### src/rtl/energy_band_pkg.sv
// constants and carrier types for the energy and band monitor registers
package energy_band_pkg;
  localparam logic [7:0]  CMD_ENERGY_SNAPSHOT  = 8'h00_DC;
  localparam logic [7:0]  CMD_BAND_LOW         = 8'h00_F2;
  localparam logic [7:0]  CMD_BAND_HIGH        = 8'h00_F3;
  localparam logic [7:0]  CMD_BAND_STATUS      = 8'h00_F4;
  localparam logic [7:0]  CMD_STARTUP_LIMIT    = 8'h00_F6;
  localparam logic [15:0] BAND_LOW_RESET       = 16'h0000;
  localparam logic [15:0] BAND_HIGH_RESET      = 16'hFFFF;
  localparam logic [3:0]  STARTUP_LIMIT_RESET  = 4'hF;
  localparam logic [23:0] ENERGY_WRAP_MAX      = 24'h7F_FFFF;
  localparam int          SAMPLE_COUNT_W       = 24;
  localparam int          WRAP_TOTAL_W         = 16;
  localparam int          ENERGY_W             = 24;
  localparam int          STATUS_OC_BIT        = 3;
  localparam int          STATUS_OUT_BIT       = 2;
  localparam int          STATUS_ABOVE_BIT     = 1;
  localparam int          STATUS_BELOW_BIT     = 0;

  // snapshot image, msb first: byte 7 down to byte 0
  typedef struct packed {
    logic [23:0] sample_count;
    logic [15:0] accum_wrap_total;
    logic [23:0] energy_accum_value;
  } energy_snapshot_s;

  // register access request from the command layer
  typedef struct packed {
    logic        wr;
    logic        rd;
    logic [7:0]  cmd;
    logic [15:0] wdata;
  } reg_req_s;
endpackage : energy_band_pkg

### src/rtl/energy_and_band_monitor_regs.sv
// register bank: energy snapshot, band comparator, start-up limit
// Notes on behaviour
// snapshot returned whole from one read
// upper field is 24-bit sample count
// sample count bytes seven, six, five
// wrap total counts accumulator wraps
// wrap total in bytes four, three
// accumulator in bytes two, one, zero
// snapshot read-only, zero at reset
// lower threshold rw, resets zero
// upper threshold rw, resets all ones
// comparator output available for pin
// status bit two is comparator level
// status bit one: above upper
// status bit zero: below lower
// status bit three: overcurrent warning
// status bits seven to four zero
// start-up limit only during turn-on
// limit code n gives (n+1)/16
// bits above code read zero
// comparator hysteresis: set, clear, hold
// sample adds and counts together
`timescale 1ns/100ps
`default_nettype none
module energy_and_band_monitor_regs #(
  parameter int CMP_W = 16
) (
  // clock and reset
  input  wire logic                          clk_sys,
  input  wire logic                          rst_b,
  // register access from command layer
  input  wire energy_band_pkg::reg_req_s     req,
  output logic [63:0]                        rdata,
  output logic                               rvalid,
  output logic                               rerr,
  // measurement inputs
  input  wire logic                          sample_vld,
  input  wire logic [15:0]                   sample_power,
  input  wire logic                          cmp_vld,
  input  wire logic [CMP_W-1:0]              cmp_value,
  input  wire logic                          oc_warn_in,
  input  wire logic                          fet_turning_on,
  // outputs to pins and gate control
  output logic                               band_compare_pin,
  output logic                               startup_limit_active,
  output logic [4:0]                         startup_limit_sixteenths
);
  energy_band_pkg::energy_snapshot_s live;
  logic [15:0] band_low_reg;
  logic [15:0] band_high_reg;
  logic [3:0]  startup_code_reg;
  logic        output_overcurrent_warn_flag;
  logic        band_compare_out;
  logic        above_upper_flag;
  logic        below_lower_flag;
  logic [7:0]  status_byte;

  energy_meter u_meter (
    .clk_sys      (clk_sys),
    .rst_b        (rst_b),
    .sample_vld   (sample_vld),
    .sample_power (sample_power),
    .live         (live)
  );

  band_comparator #(.W(CMP_W)) u_cmp (
    .clk_sys          (clk_sys),
    .rst_b            (rst_b),
    .value_vld        (cmp_vld),
    .value            (cmp_value),
    .low_thr          (band_low_reg),
    .high_thr         (band_high_reg),
    .band_compare_out (band_compare_out),
    .above_upper_flag (above_upper_flag),
    .below_lower_flag (below_lower_flag)
  );

  // warning flag follows monitor
  always_ff @(posedge clk_sys or negedge rst_b) begin
    if (!rst_b) begin
      output_overcurrent_warn_flag <= 1'b0;
    end else begin
      output_overcurrent_warn_flag <= oc_warn_in;
    end
  end

  // lower threshold write
  always_ff @(posedge clk_sys or negedge rst_b) begin
    if (!rst_b) begin
      band_low_reg <= energy_band_pkg::BAND_LOW_RESET;
    end else if (req.wr && req.cmd == energy_band_pkg::CMD_BAND_LOW) begin
      band_low_reg <= req.wdata;
    end
  end

  // upper threshold write
  always_ff @(posedge clk_sys or negedge rst_b) begin
    if (!rst_b) begin
      band_high_reg <= energy_band_pkg::BAND_HIGH_RESET;
    end else if (req.wr && req.cmd == energy_band_pkg::CMD_BAND_HIGH) begin
      band_high_reg <= req.wdata;
    end
  end

  // start-up code write
  always_ff @(posedge clk_sys or negedge rst_b) begin
    if (!rst_b) begin
      startup_code_reg <= energy_band_pkg::STARTUP_LIMIT_RESET;
    end else if (req.wr && req.cmd == energy_band_pkg::CMD_STARTUP_LIMIT) begin
      startup_code_reg <= req.wdata[3:0];
    end
  end

  // limit applies only at turn-on
  always_ff @(posedge clk_sys or negedge rst_b) begin
    if (!rst_b) begin
      startup_limit_active     <= 1'b0;
      startup_limit_sixteenths <= 5'h10;
    end else begin
      startup_limit_active     <= fet_turning_on;
      // (n+1) sixteenths of full level
      startup_limit_sixteenths <= {1'b0, startup_code_reg} + 5'h01;
    end
  end

  // comparator level to pin
  always_ff @(posedge clk_sys or negedge rst_b) begin
    if (!rst_b) begin
      band_compare_pin <= 1'b0;
    end else begin
      band_compare_pin <= band_compare_out;
    end
  end

  always_comb begin
    status_byte = 8'h00;
    // upper bits stay zero
    // bit three overcurrent
    status_byte[energy_band_pkg::STATUS_OC_BIT]    = output_overcurrent_warn_flag;
    // bit two comparator level
    status_byte[energy_band_pkg::STATUS_OUT_BIT]   = band_compare_out;
    // bit one above upper
    status_byte[energy_band_pkg::STATUS_ABOVE_BIT] = above_upper_flag;
    // bit zero below lower
    status_byte[energy_band_pkg::STATUS_BELOW_BIT] = below_lower_flag;
  end

  // whole snapshot captured in one cycle
  always_ff @(posedge clk_sys or negedge rst_b) begin
    if (!rst_b) begin
      rdata  <= 64'h0000_0000_0000_0000;
      rvalid <= 1'b0;
      rerr   <= 1'b0;
    end else begin
      rvalid <= req.rd;
      rerr   <= 1'b0;
      if (req.rd) begin
        case (req.cmd)
          // byte placement by struct
          energy_band_pkg::CMD_ENERGY_SNAPSHOT: rdata <= live;
          energy_band_pkg::CMD_BAND_LOW:        rdata <= {48'h0000_0000_0000, band_low_reg};
          energy_band_pkg::CMD_BAND_HIGH:       rdata <= {48'h0000_0000_0000, band_high_reg};
          energy_band_pkg::CMD_BAND_STATUS:     rdata <= {56'h00_0000_0000_0000, status_byte};
          // upper bits zero
          energy_band_pkg::CMD_STARTUP_LIMIT:   rdata <= {60'h000_0000_0000_0000, startup_code_reg};
          default: begin
            rdata <= 64'h0000_0000_0000_0000;
            rerr  <= 1'b1;
          end
        endcase
      end
    end
  end

  // writes to the snapshot are ignored; state only from meter

  // ---- assertions
  property p_snapshot_read;
    @(posedge clk_sys) disable iff (!rst_b)
      (req.rd && req.cmd == energy_band_pkg::CMD_ENERGY_SNAPSHOT) |=> rvalid && rdata == $past(live);
  endproperty
  a_snapshot_read: assert property (p_snapshot_read) else $error("snapshot read mismatch");

  property p_sample_count;
    @(posedge clk_sys) disable iff (!rst_b)
      sample_vld |=> live.sample_count == $past(live.sample_count) + 24'h00_0001;
  endproperty
  a_sample_count: assert property (p_sample_count) else $error("sample count not incremented");

  property p_wrap;
    @(posedge clk_sys) disable iff (!rst_b)
      !sample_vld |=> $stable(live.accum_wrap_total) && $stable(live.energy_accum_value);
  endproperty
  a_wrap: assert property (p_wrap) else $error("energy state moved without a sample");

  property p_status_top;
    @(posedge clk_sys) disable iff (!rst_b)
      (req.rd && req.cmd == energy_band_pkg::CMD_BAND_STATUS) |=> rdata[63:4] == 60'h0;
  endproperty
  a_status_top: assert property (p_status_top) else $error("status reserved bits set");

  property p_cmp_high;
    @(posedge clk_sys) disable iff (!rst_b)
      (cmp_vld && cmp_value > band_high_reg) |=> band_compare_out ##1 band_compare_pin;
  endproperty
  a_cmp_high: assert property (p_cmp_high) else $error("comparator not high above threshold");

  property p_cmp_low;
    @(posedge clk_sys) disable iff (!rst_b)
      (cmp_vld && cmp_value < band_low_reg && !(cmp_value > band_high_reg)) |=> !band_compare_out;
  endproperty
  a_cmp_low: assert property (p_cmp_low) else $error("comparator not low below threshold");

  property p_limit;
    @(posedge clk_sys) disable iff (!rst_b)
      (req.wr && req.cmd == energy_band_pkg::CMD_STARTUP_LIMIT) |=> ##1
        startup_limit_sixteenths == {1'b0, $past(req.wdata[3:0], 2)} + 5'h01;
  endproperty
  a_limit: assert property (p_limit) else $error("start-up limit scale wrong");

  property p_oc;
    @(posedge clk_sys) disable iff (!rst_b)
      oc_warn_in |=> status_byte[energy_band_pkg::STATUS_OC_BIT];
  endproperty
  a_oc: assert property (p_oc) else $error("overcurrent bit missing");

  property p_active;
    @(posedge clk_sys) disable iff (!rst_b)
      !fet_turning_on |=> !startup_limit_active;
  endproperty
  a_active: assert property (p_active) else $error("limit active outside turn-on");

  c_snapshot: cover property (@(posedge clk_sys) disable iff (!rst_b)
    req.rd && req.cmd == energy_band_pkg::CMD_ENERGY_SNAPSHOT && live.accum_wrap_total != 16'h0000);
  c_cmp_rise: cover property (@(posedge clk_sys) disable iff (!rst_b) $rose(band_compare_out));
  c_cmp_fall: cover property (@(posedge clk_sys) disable iff (!rst_b) $fell(band_compare_out));
  c_bad_cmd:  cover property (@(posedge clk_sys) disable iff (!rst_b) rerr);
endmodule // energy_and_band_monitor_regs
`default_nettype wire

### src/rtl/band_comparator.sv
// hysteretic band comparator with above/below flags
`timescale 1ns/100ps
`default_nettype none
module band_comparator #(
  parameter int W = 16
) (
  // clock and reset
  input  wire logic         clk_sys,
  input  wire logic         rst_b,
  // compared value and thresholds
  input  wire logic         value_vld,
  input  wire logic [W-1:0] value,
  input  wire logic [W-1:0] low_thr,
  input  wire logic [W-1:0] high_thr,
  // results
  output logic              band_compare_out,
  output logic              above_upper_flag,
  output logic              below_lower_flag
);
  always_ff @(posedge clk_sys or negedge rst_b) begin
    if (!rst_b) begin
      above_upper_flag <= 1'b0;
      below_lower_flag <= 1'b0;
    end else if (value_vld) begin
      above_upper_flag <= value > high_thr;
      below_lower_flag <= value < low_thr;
    end
  end

  // set high, clear low, else hold
  always_ff @(posedge clk_sys or negedge rst_b) begin
    if (!rst_b) begin
      band_compare_out <= 1'b0;
    end else if (value_vld && value > high_thr) begin
      band_compare_out <= 1'b1;
    end else if (value_vld && value < low_thr) begin
      band_compare_out <= 1'b0;
    end
  end
endmodule // band_comparator
`default_nettype wire

### src/rtl/energy_meter.sv
// energy accumulator with sample count and wrap total
`timescale 1ns/100ps
`default_nettype none
module energy_meter (
  // clock and reset
  input  wire logic                            clk_sys,
  input  wire logic                            rst_b,
  // input power samples
  input  wire logic                            sample_vld,
  input  wire logic [15:0]                     sample_power,
  // live state
  output energy_band_pkg::energy_snapshot_s    live
);
  logic [24:0] sum_next;

  always_comb begin
    sum_next = {1'b0, live.energy_accum_value} + {9'h0_00, sample_power};
  end

  // add and count together
  always_ff @(posedge clk_sys or negedge rst_b) begin
    if (!rst_b) begin
      live <= '0;
    end else if (sample_vld) begin
      live.sample_count <= live.sample_count + 24'h00_0001;
      // wrap past max counts
      if (sum_next > {1'b0, energy_band_pkg::ENERGY_WRAP_MAX}) begin
        live.energy_accum_value <= sum_next[23:0] - (energy_band_pkg::ENERGY_WRAP_MAX + 24'h00_0001);
        live.accum_wrap_total   <= live.accum_wrap_total + 16'h0001;
      end else begin
        live.energy_accum_value <= sum_next[23:0];
      end
    end
  end
endmodule // energy_meter
`default_nettype wire

### config.mk
export PLATFORM = sky130hd
export DESIGN_NAME = energy_and_band_monitor_regs
export DESIGN_NICKNAME = d
export VERILOG_FILES = /design/src/rtl/energy_band_pkg.sv /design/src/rtl/energy_and_band_monitor_regs.sv /design/src/rtl/band_comparator.sv /design/src/rtl/energy_meter.sv
export SDC_FILE = /design/constraint.sdc
export NUM_CORES = 1
export LEC_CHECK = 0
export BUFFER_PORTS_ARGS = -buffer_cell sky130_fd_sc_hd__buf_2
export CAP_MARGIN = 5
export CORE_MARGIN = 8
export CORE_UTILIZATION = 40
export DETAILED_ROUTE_END_ITERATION = 10
export PLACE_DENSITY = 0.6
export SYNTH_ARGS = -nofsm -noshare
export SYNTH_HDL_FRONTEND = slang
export SYNTH_SLANG_ARGS = --single-unit
### constraint.sdc
create_clock -name clk_sys -period 3.05 [get_ports clk_sys]
set_input_delay 0.305 -clock clk_sys [delete_from_list [all_inputs] [get_ports clk_sys]]
set_output_delay 0.305 -clock clk_sys [all_outputs]
set_load 0.1 [all_outputs]
Word-level counts from Yosys, hierarchy flattened

Index checks and enable logic that the tools add are counted.

Logic and storage cells: 43
Bits in registers: 177

Eq/ne operators: 5
Mux-type cells: 6
Order comparisons: 3
$add $sub $neg: 5
Reduce and logical (&&, ||, !) cells: 8

Operator list:

| operator                                                                           | count |
|---|---|
| 64-bit case mux with 5 select lines                                                | 1 |
| 8-bit equality test (second input constant)                                        | 5 |
| 24-bit by 16-bit adder with 25-bit output                                          | 1 |
| 25-bit by 23-bit greater-than comparator with 1-bit output (second input constant) | 1 |
| 24-bit by 1-bit adder with 24-bit output (second input constant)                   | 1 |
| 24-bit two-way mux                                                                 | 1 |
| 24-bit subtractor (second input constant)                                          | 1 |
| 16-bit by 1-bit adder with 16-bit output (second input constant)                   | 1 |
| 16-bit greater-than comparator                                                     | 1 |
| 16-bit less-than comparator                                                        | 1 |
| 4-bit by 1-bit adder with 5-bit output (second input constant)                     | 1 |
| 1-bit logical AND                                                                  | 5 |
| 5-bit OR reduction                                                                 | 1 |
| 1-bit two-way mux                                                                  | 4 |
| 2-bit AND reduction                                                                | 1 |
| 2-bit nonzero test                                                                 | 1 |

Longest topological paths before layout

Depth in word-level cells: 4
Depth in mapped cells: 10
Mapped depth without buffers: 9

Cells and area by module

A second synthesis with hierarchy kept.

Cells, all modules: 868
Area total of the unflattened synthesis: 9,153.8 µm²

By module, submodules not included:

| module                       | instances | area each (µm²) | cells each |
|---|---|---|---|
| energy_and_band_monitor_regs | 1         | 4,650.7         | 415 |
| energy_meter                 | 1         | 3,588.4         | 336 |
| band_comparator              | 1         | 914.6           | 117 |

Worst setup path after synthesis

OpenSTA, ideal clock, no wires.

Path type: reg-to-reg
Start: reg u_meter.live[0] (netlist name)
End: reg u_meter.live[25] (netlist name)
Clock period less this slack: 2.491 ns
Stages on the path, launching flop included: 10
Setup slack: 0.559 ns
Setup time: 0.125 ns
Data required time: 2.925 ns
Arrival time: 2.366 ns
Cell sequence: dfrtp_1 -> ha_1 -> fa_1 -> a211oi_1 -> o211a_1 -> o31a_1 -> o21ba_4 -> nand4_4 -> nand2_1 -> mux2_4

Word-level cells in the longest chain between the ends: 3

Ends and longest elaborated chain:

| element                                                    | RTL line           | source |
|---|---|---|
| 24-bit by 16-bit adder with 25-bit output                  | energy_meter.sv:17 | `sum_next = {1'b0, live.energy_accum_value} + {9'h0_00, sample_power};` |
| 25-bit by 23-bit greater-than comparator with 1-bit output | energy_meter.sv:27 | `if (sum_next > {1'b0, energy_band_pkg::ENERGY_WRAP_MAX}) begin` |
| 2-bit AND reduction (no line)                              | n/a                |  |

Every way passes these cells.
A chain may end at the register's enable or synchronous reset.

Final worst setup path

Start: reg u_meter.live[0] (netlist name)
End: reg u_meter.live[25] (netlist name)

Word-level cells in the longest chain between the ends: 3

Ends and longest elaborated chain:

| element                                                    | RTL line |
|---|---|
| 24-bit by 16-bit adder with 25-bit output                  | energy_meter.sv:17 |
| 25-bit by 23-bit greater-than comparator with 1-bit output | energy_meter.sv:27 |
| 2-bit AND reduction (no line)                              | n/a |

Every way passes these cells.

==> flow_summary_export.csv <==
group,metric,value,unit
cts,clockBufferDepth,2,
pwr,power.density,648.6,nW/um^2
synthesis,netlist_top_cells_area,"dfrtp_1 44%, ha_1 7.0%, dfstp_2 6.2%, o21ai_0 4.6%, mux2_2 4.5%",
die,die_w,165.6,um
cts,clkTransAtPathRegs,0.07,ns
global_routing,grtUsageTotal,0.1580,
detailed_routing,via_per_inst,5.053,
timing,slew_violations,0,
detailed_routing,vias,6625,
setup_path,cp_num_buf_inv,0,
timing,fmax,365.2,MHz
layout,n_antenna_cell,0,
detailed_routing,drt_iter0_drc,262,
setup_path,worstSetupStartpointType,"register",
setup_path,max_stage_delay,0.43,ns
synthesis,synth_most_common_cell,"dfrtp_1",
global_routing,grt_start_max_net_pins,78,
setup_path,cp.arrival,3.05,ns
die,core,21890,sq um
pwr,p_total,6.875,mW
cts,cts.sinks,177,
synthesis,synth_top_area_cell,"dfrtp_1",
synthesis,avgSynthCellArea,10.09,sq um
synthesis,syn_nets,1002,
global_routing,grt_overflow,0,
setup_path,rrSetupSlack,0.31,ns
timing,relSlewSlack,0.5153,
detailed_routing,ant_nets,0,
layout,drive_above_1_share,0.2386,
timing,post-route-min-period,2.739,ns
synthesis,netlist_area,8947,sq um
synthesis,ys_ff_latch,177,
synthesis,synth_edf_count,0,
setup_path,slowest_stage,"fa_1",
synthesis,seq_area_frac_synth,0.4980,
outcome,status,"finished clean",
layout,synthToLayoutAreaGrowth,18.46,%
die,row_count,54,
placement,place_congestion,0.8128,
cts,cts_tree,"built",
timing,fin_worst_skew,0.01114,ns
timing,setup_viol,0,
layout,reg_top3,"rdata: 64 flops, u_meter.live: 64 flops",
timing,tns,0,ns
global_routing,grt_use_met3,0.03272,
synthesis,ys_warn_count,0,
global_routing,grtUsageMet1,0.2128,
pwr,vdd_drop_max,363.0,uV
timing,worst_pin_slew,0.7271,ns
cts,cts_max_level,4,
synthesis,synth-main-ff-cell,"dfrtp_1",
setup_path,cp-end-kind,"register",
global_routing,grt_use_met2,0.2552,
synthesis,syn_inst,887,
global_routing,busiest_layer,"met2",
hold_path,hold_class,"in -> reg",
synthesis,synth_commonest_cells,"156 x dfrtp_1, 87 x inv_1, 83 x o21ai_0",
global_routing,grt_pass1_wl,34830,um
timing,finalHoldViolCount,0,
synthesis,ys_types,55,
global_routing,grt_pass1_vias,6872,
setup_path,path_class,"reg -> reg",
die,chipHeight,165.6,um
cts,cts_root_buf,"clkbuf_16",
detailed_routing,drc,0,
cts,numCtsBuffers,17,
layout,layout.nets,1133,
global_routing,antenna_found_initial,0,
setup_path,cp_max_fo,5,
detailed_routing,first_pass_iters,6,
setup_path,worstPathCellList,"ha_1, fa_1, a211oi_1, o211a_1, o31a_1, o21ba_4, nand4_4, nand2_1, mux2_4",
die,initial_utilization,0.4087,
detailed_routing,wl_per_cell,15.83,um
layout,nFillCells,2096,
layout,multi_input_area,4031,sq um
pwr,p_leak,4.985,nW
job,maxCapViolations,0,
cts,clock_latency,0.43,ns
placement,numPortBuffers,136,
detailed_routing,finalWirelength,20760,um
synthesis,async_reset_ff_frac,1.000,
setup_path,critPathTopFamily,"compound AO/OA/AOI/OAI gates",
die,ioPinCount,137,
timing,fin_crit_sh,0.8979,
layout,register_area,4456,sq um
synthesis,synth_top_cell_area_share,0.4363,
die,die_area,27410,sq um
placement,hpwl,15130,um
timing,rsz0062_at_grt,"no",
setup_path,crit_required,3.36,ns
-- metrics by stage --
| stage | area [sq um] | setup WS (ns) | hold slack (ns) | instances | utilization |
|---|---|---|---|---|---|
| 2_1_floorplan | 8947 | 0.5591 | 0.009409 | 887 | - |
| 3_3_place_gp | 9966 | 0.2891 | 0.3062 | 1276 | 0.4552 |
| 3_5_place_dp | 9966 | 0.2681 | 0.3065 | 1276 | 0.4552 |
| 4_1_cts | 10600 | 0.2807 | 0.06712 | 1311 | 0.4842 |
| 5_1_grt | 10600 | 0.1282 | 0.08156 | 1311 | 0.4842 |
| 6_report | 10600 | 0.3115 | 0.08802 | 1311 | 0.4842 |
-- area by class of cell --
cell class / instances / share of cell area
Timing Repair Buffer: 149 / 0.07850
Multi-Input combinational cell: 586 / 0.3804
Inverter: 87 / 0.03081
Sequential cell: 177 / 0.4204
Clock buffer: 20 / 0.04309
Tap cell: 280 / 0.03305
Clock inverter: 12 / 0.01381
-- what timing repair did --
action / CTS / global route
hold endpoints to repair: 55 / 0
buffers inserted: 0 / 0
resized for setup: 0 / 0
hold buffers: 3 / 0
-- worst paths after layout --
path | start | endpoint | cells after the start
worst min-delay path | cmp_vld | u_cmp.above_upper_flag | 2
min in group asynchronous | rst_b | rdata[27] | 2
worst max register to register | u_meter.live[0] | u_meter.live[25] | 9
worst min register to register | u_cmp.band_compare_out | band_compare_pin | 0
max in group asynchronous | rst_b | startup_code_reg[3] | 3
worst max-delay path | u_meter.live[0] | u_meter.live[25] | 9
-- where the power goes --
group / internal (mW) / switching (mW) / leakage (nW) / total, mW
logic: 0.748 / 1.01 / 2.47 / 1.76
clock network: 1.28 / 0.983 / 0.299 / 2.26
registers: 2.61 / 0.247 / 2.22 / 2.86
-- layer usage --
metal	wire length, um	share of wire
met1	9959	0.48
met2	9595	0.46
met3	1033	0.050
met4	169	0.0081
met5	0	0
-- cells by family after synthesis --
group	count (synthesis)	synth area share
AOI/OAI and AO/OA	181	0.1176
xor gates and xnor gates	60	0.05873
muxes	53	0.06489
DFF	177	0.4980
adders and majority gates	51	0.07216
buffers and inverters	124	0.05370
and+or+nand+nor	241	0.1349
-- cells in the final DEF (no fill, tap or decap), drive strengths merged, types with 5 or more instances in the layout --
| cell | synthesis | routed |
|---|---|---|
| dfrtp | 156 | 156 |
| buf | 14 | 146 |
| inv | 87 | 94 |
| o21ai | 85 | 85 |
| nand3 | 76 | 76 |
| a21oi | 56 | 56 |
| nor2 | 51 | 51 |
| ha | 50 | 50 |
| nand2 | 47 | 47 |
| xnor2 | 44 | 44 |
| mux2 | 37 | 37 |
| dfstp | 21 | 21 |
| clkbuf | 23 | 20 |
| nand4 | 19 | 19 |
| and3 | 17 | 17 |
| xor2 | 16 | 16 |
| mux2i | 16 | 16 |
| a21o | 10 | 10 |
| nor3 | 6 | 6 |
| o211ai | 5 | 5 |
| nor3b | 5 | 5 |
No activity file was read; power rests on OpenSTA's default activity.
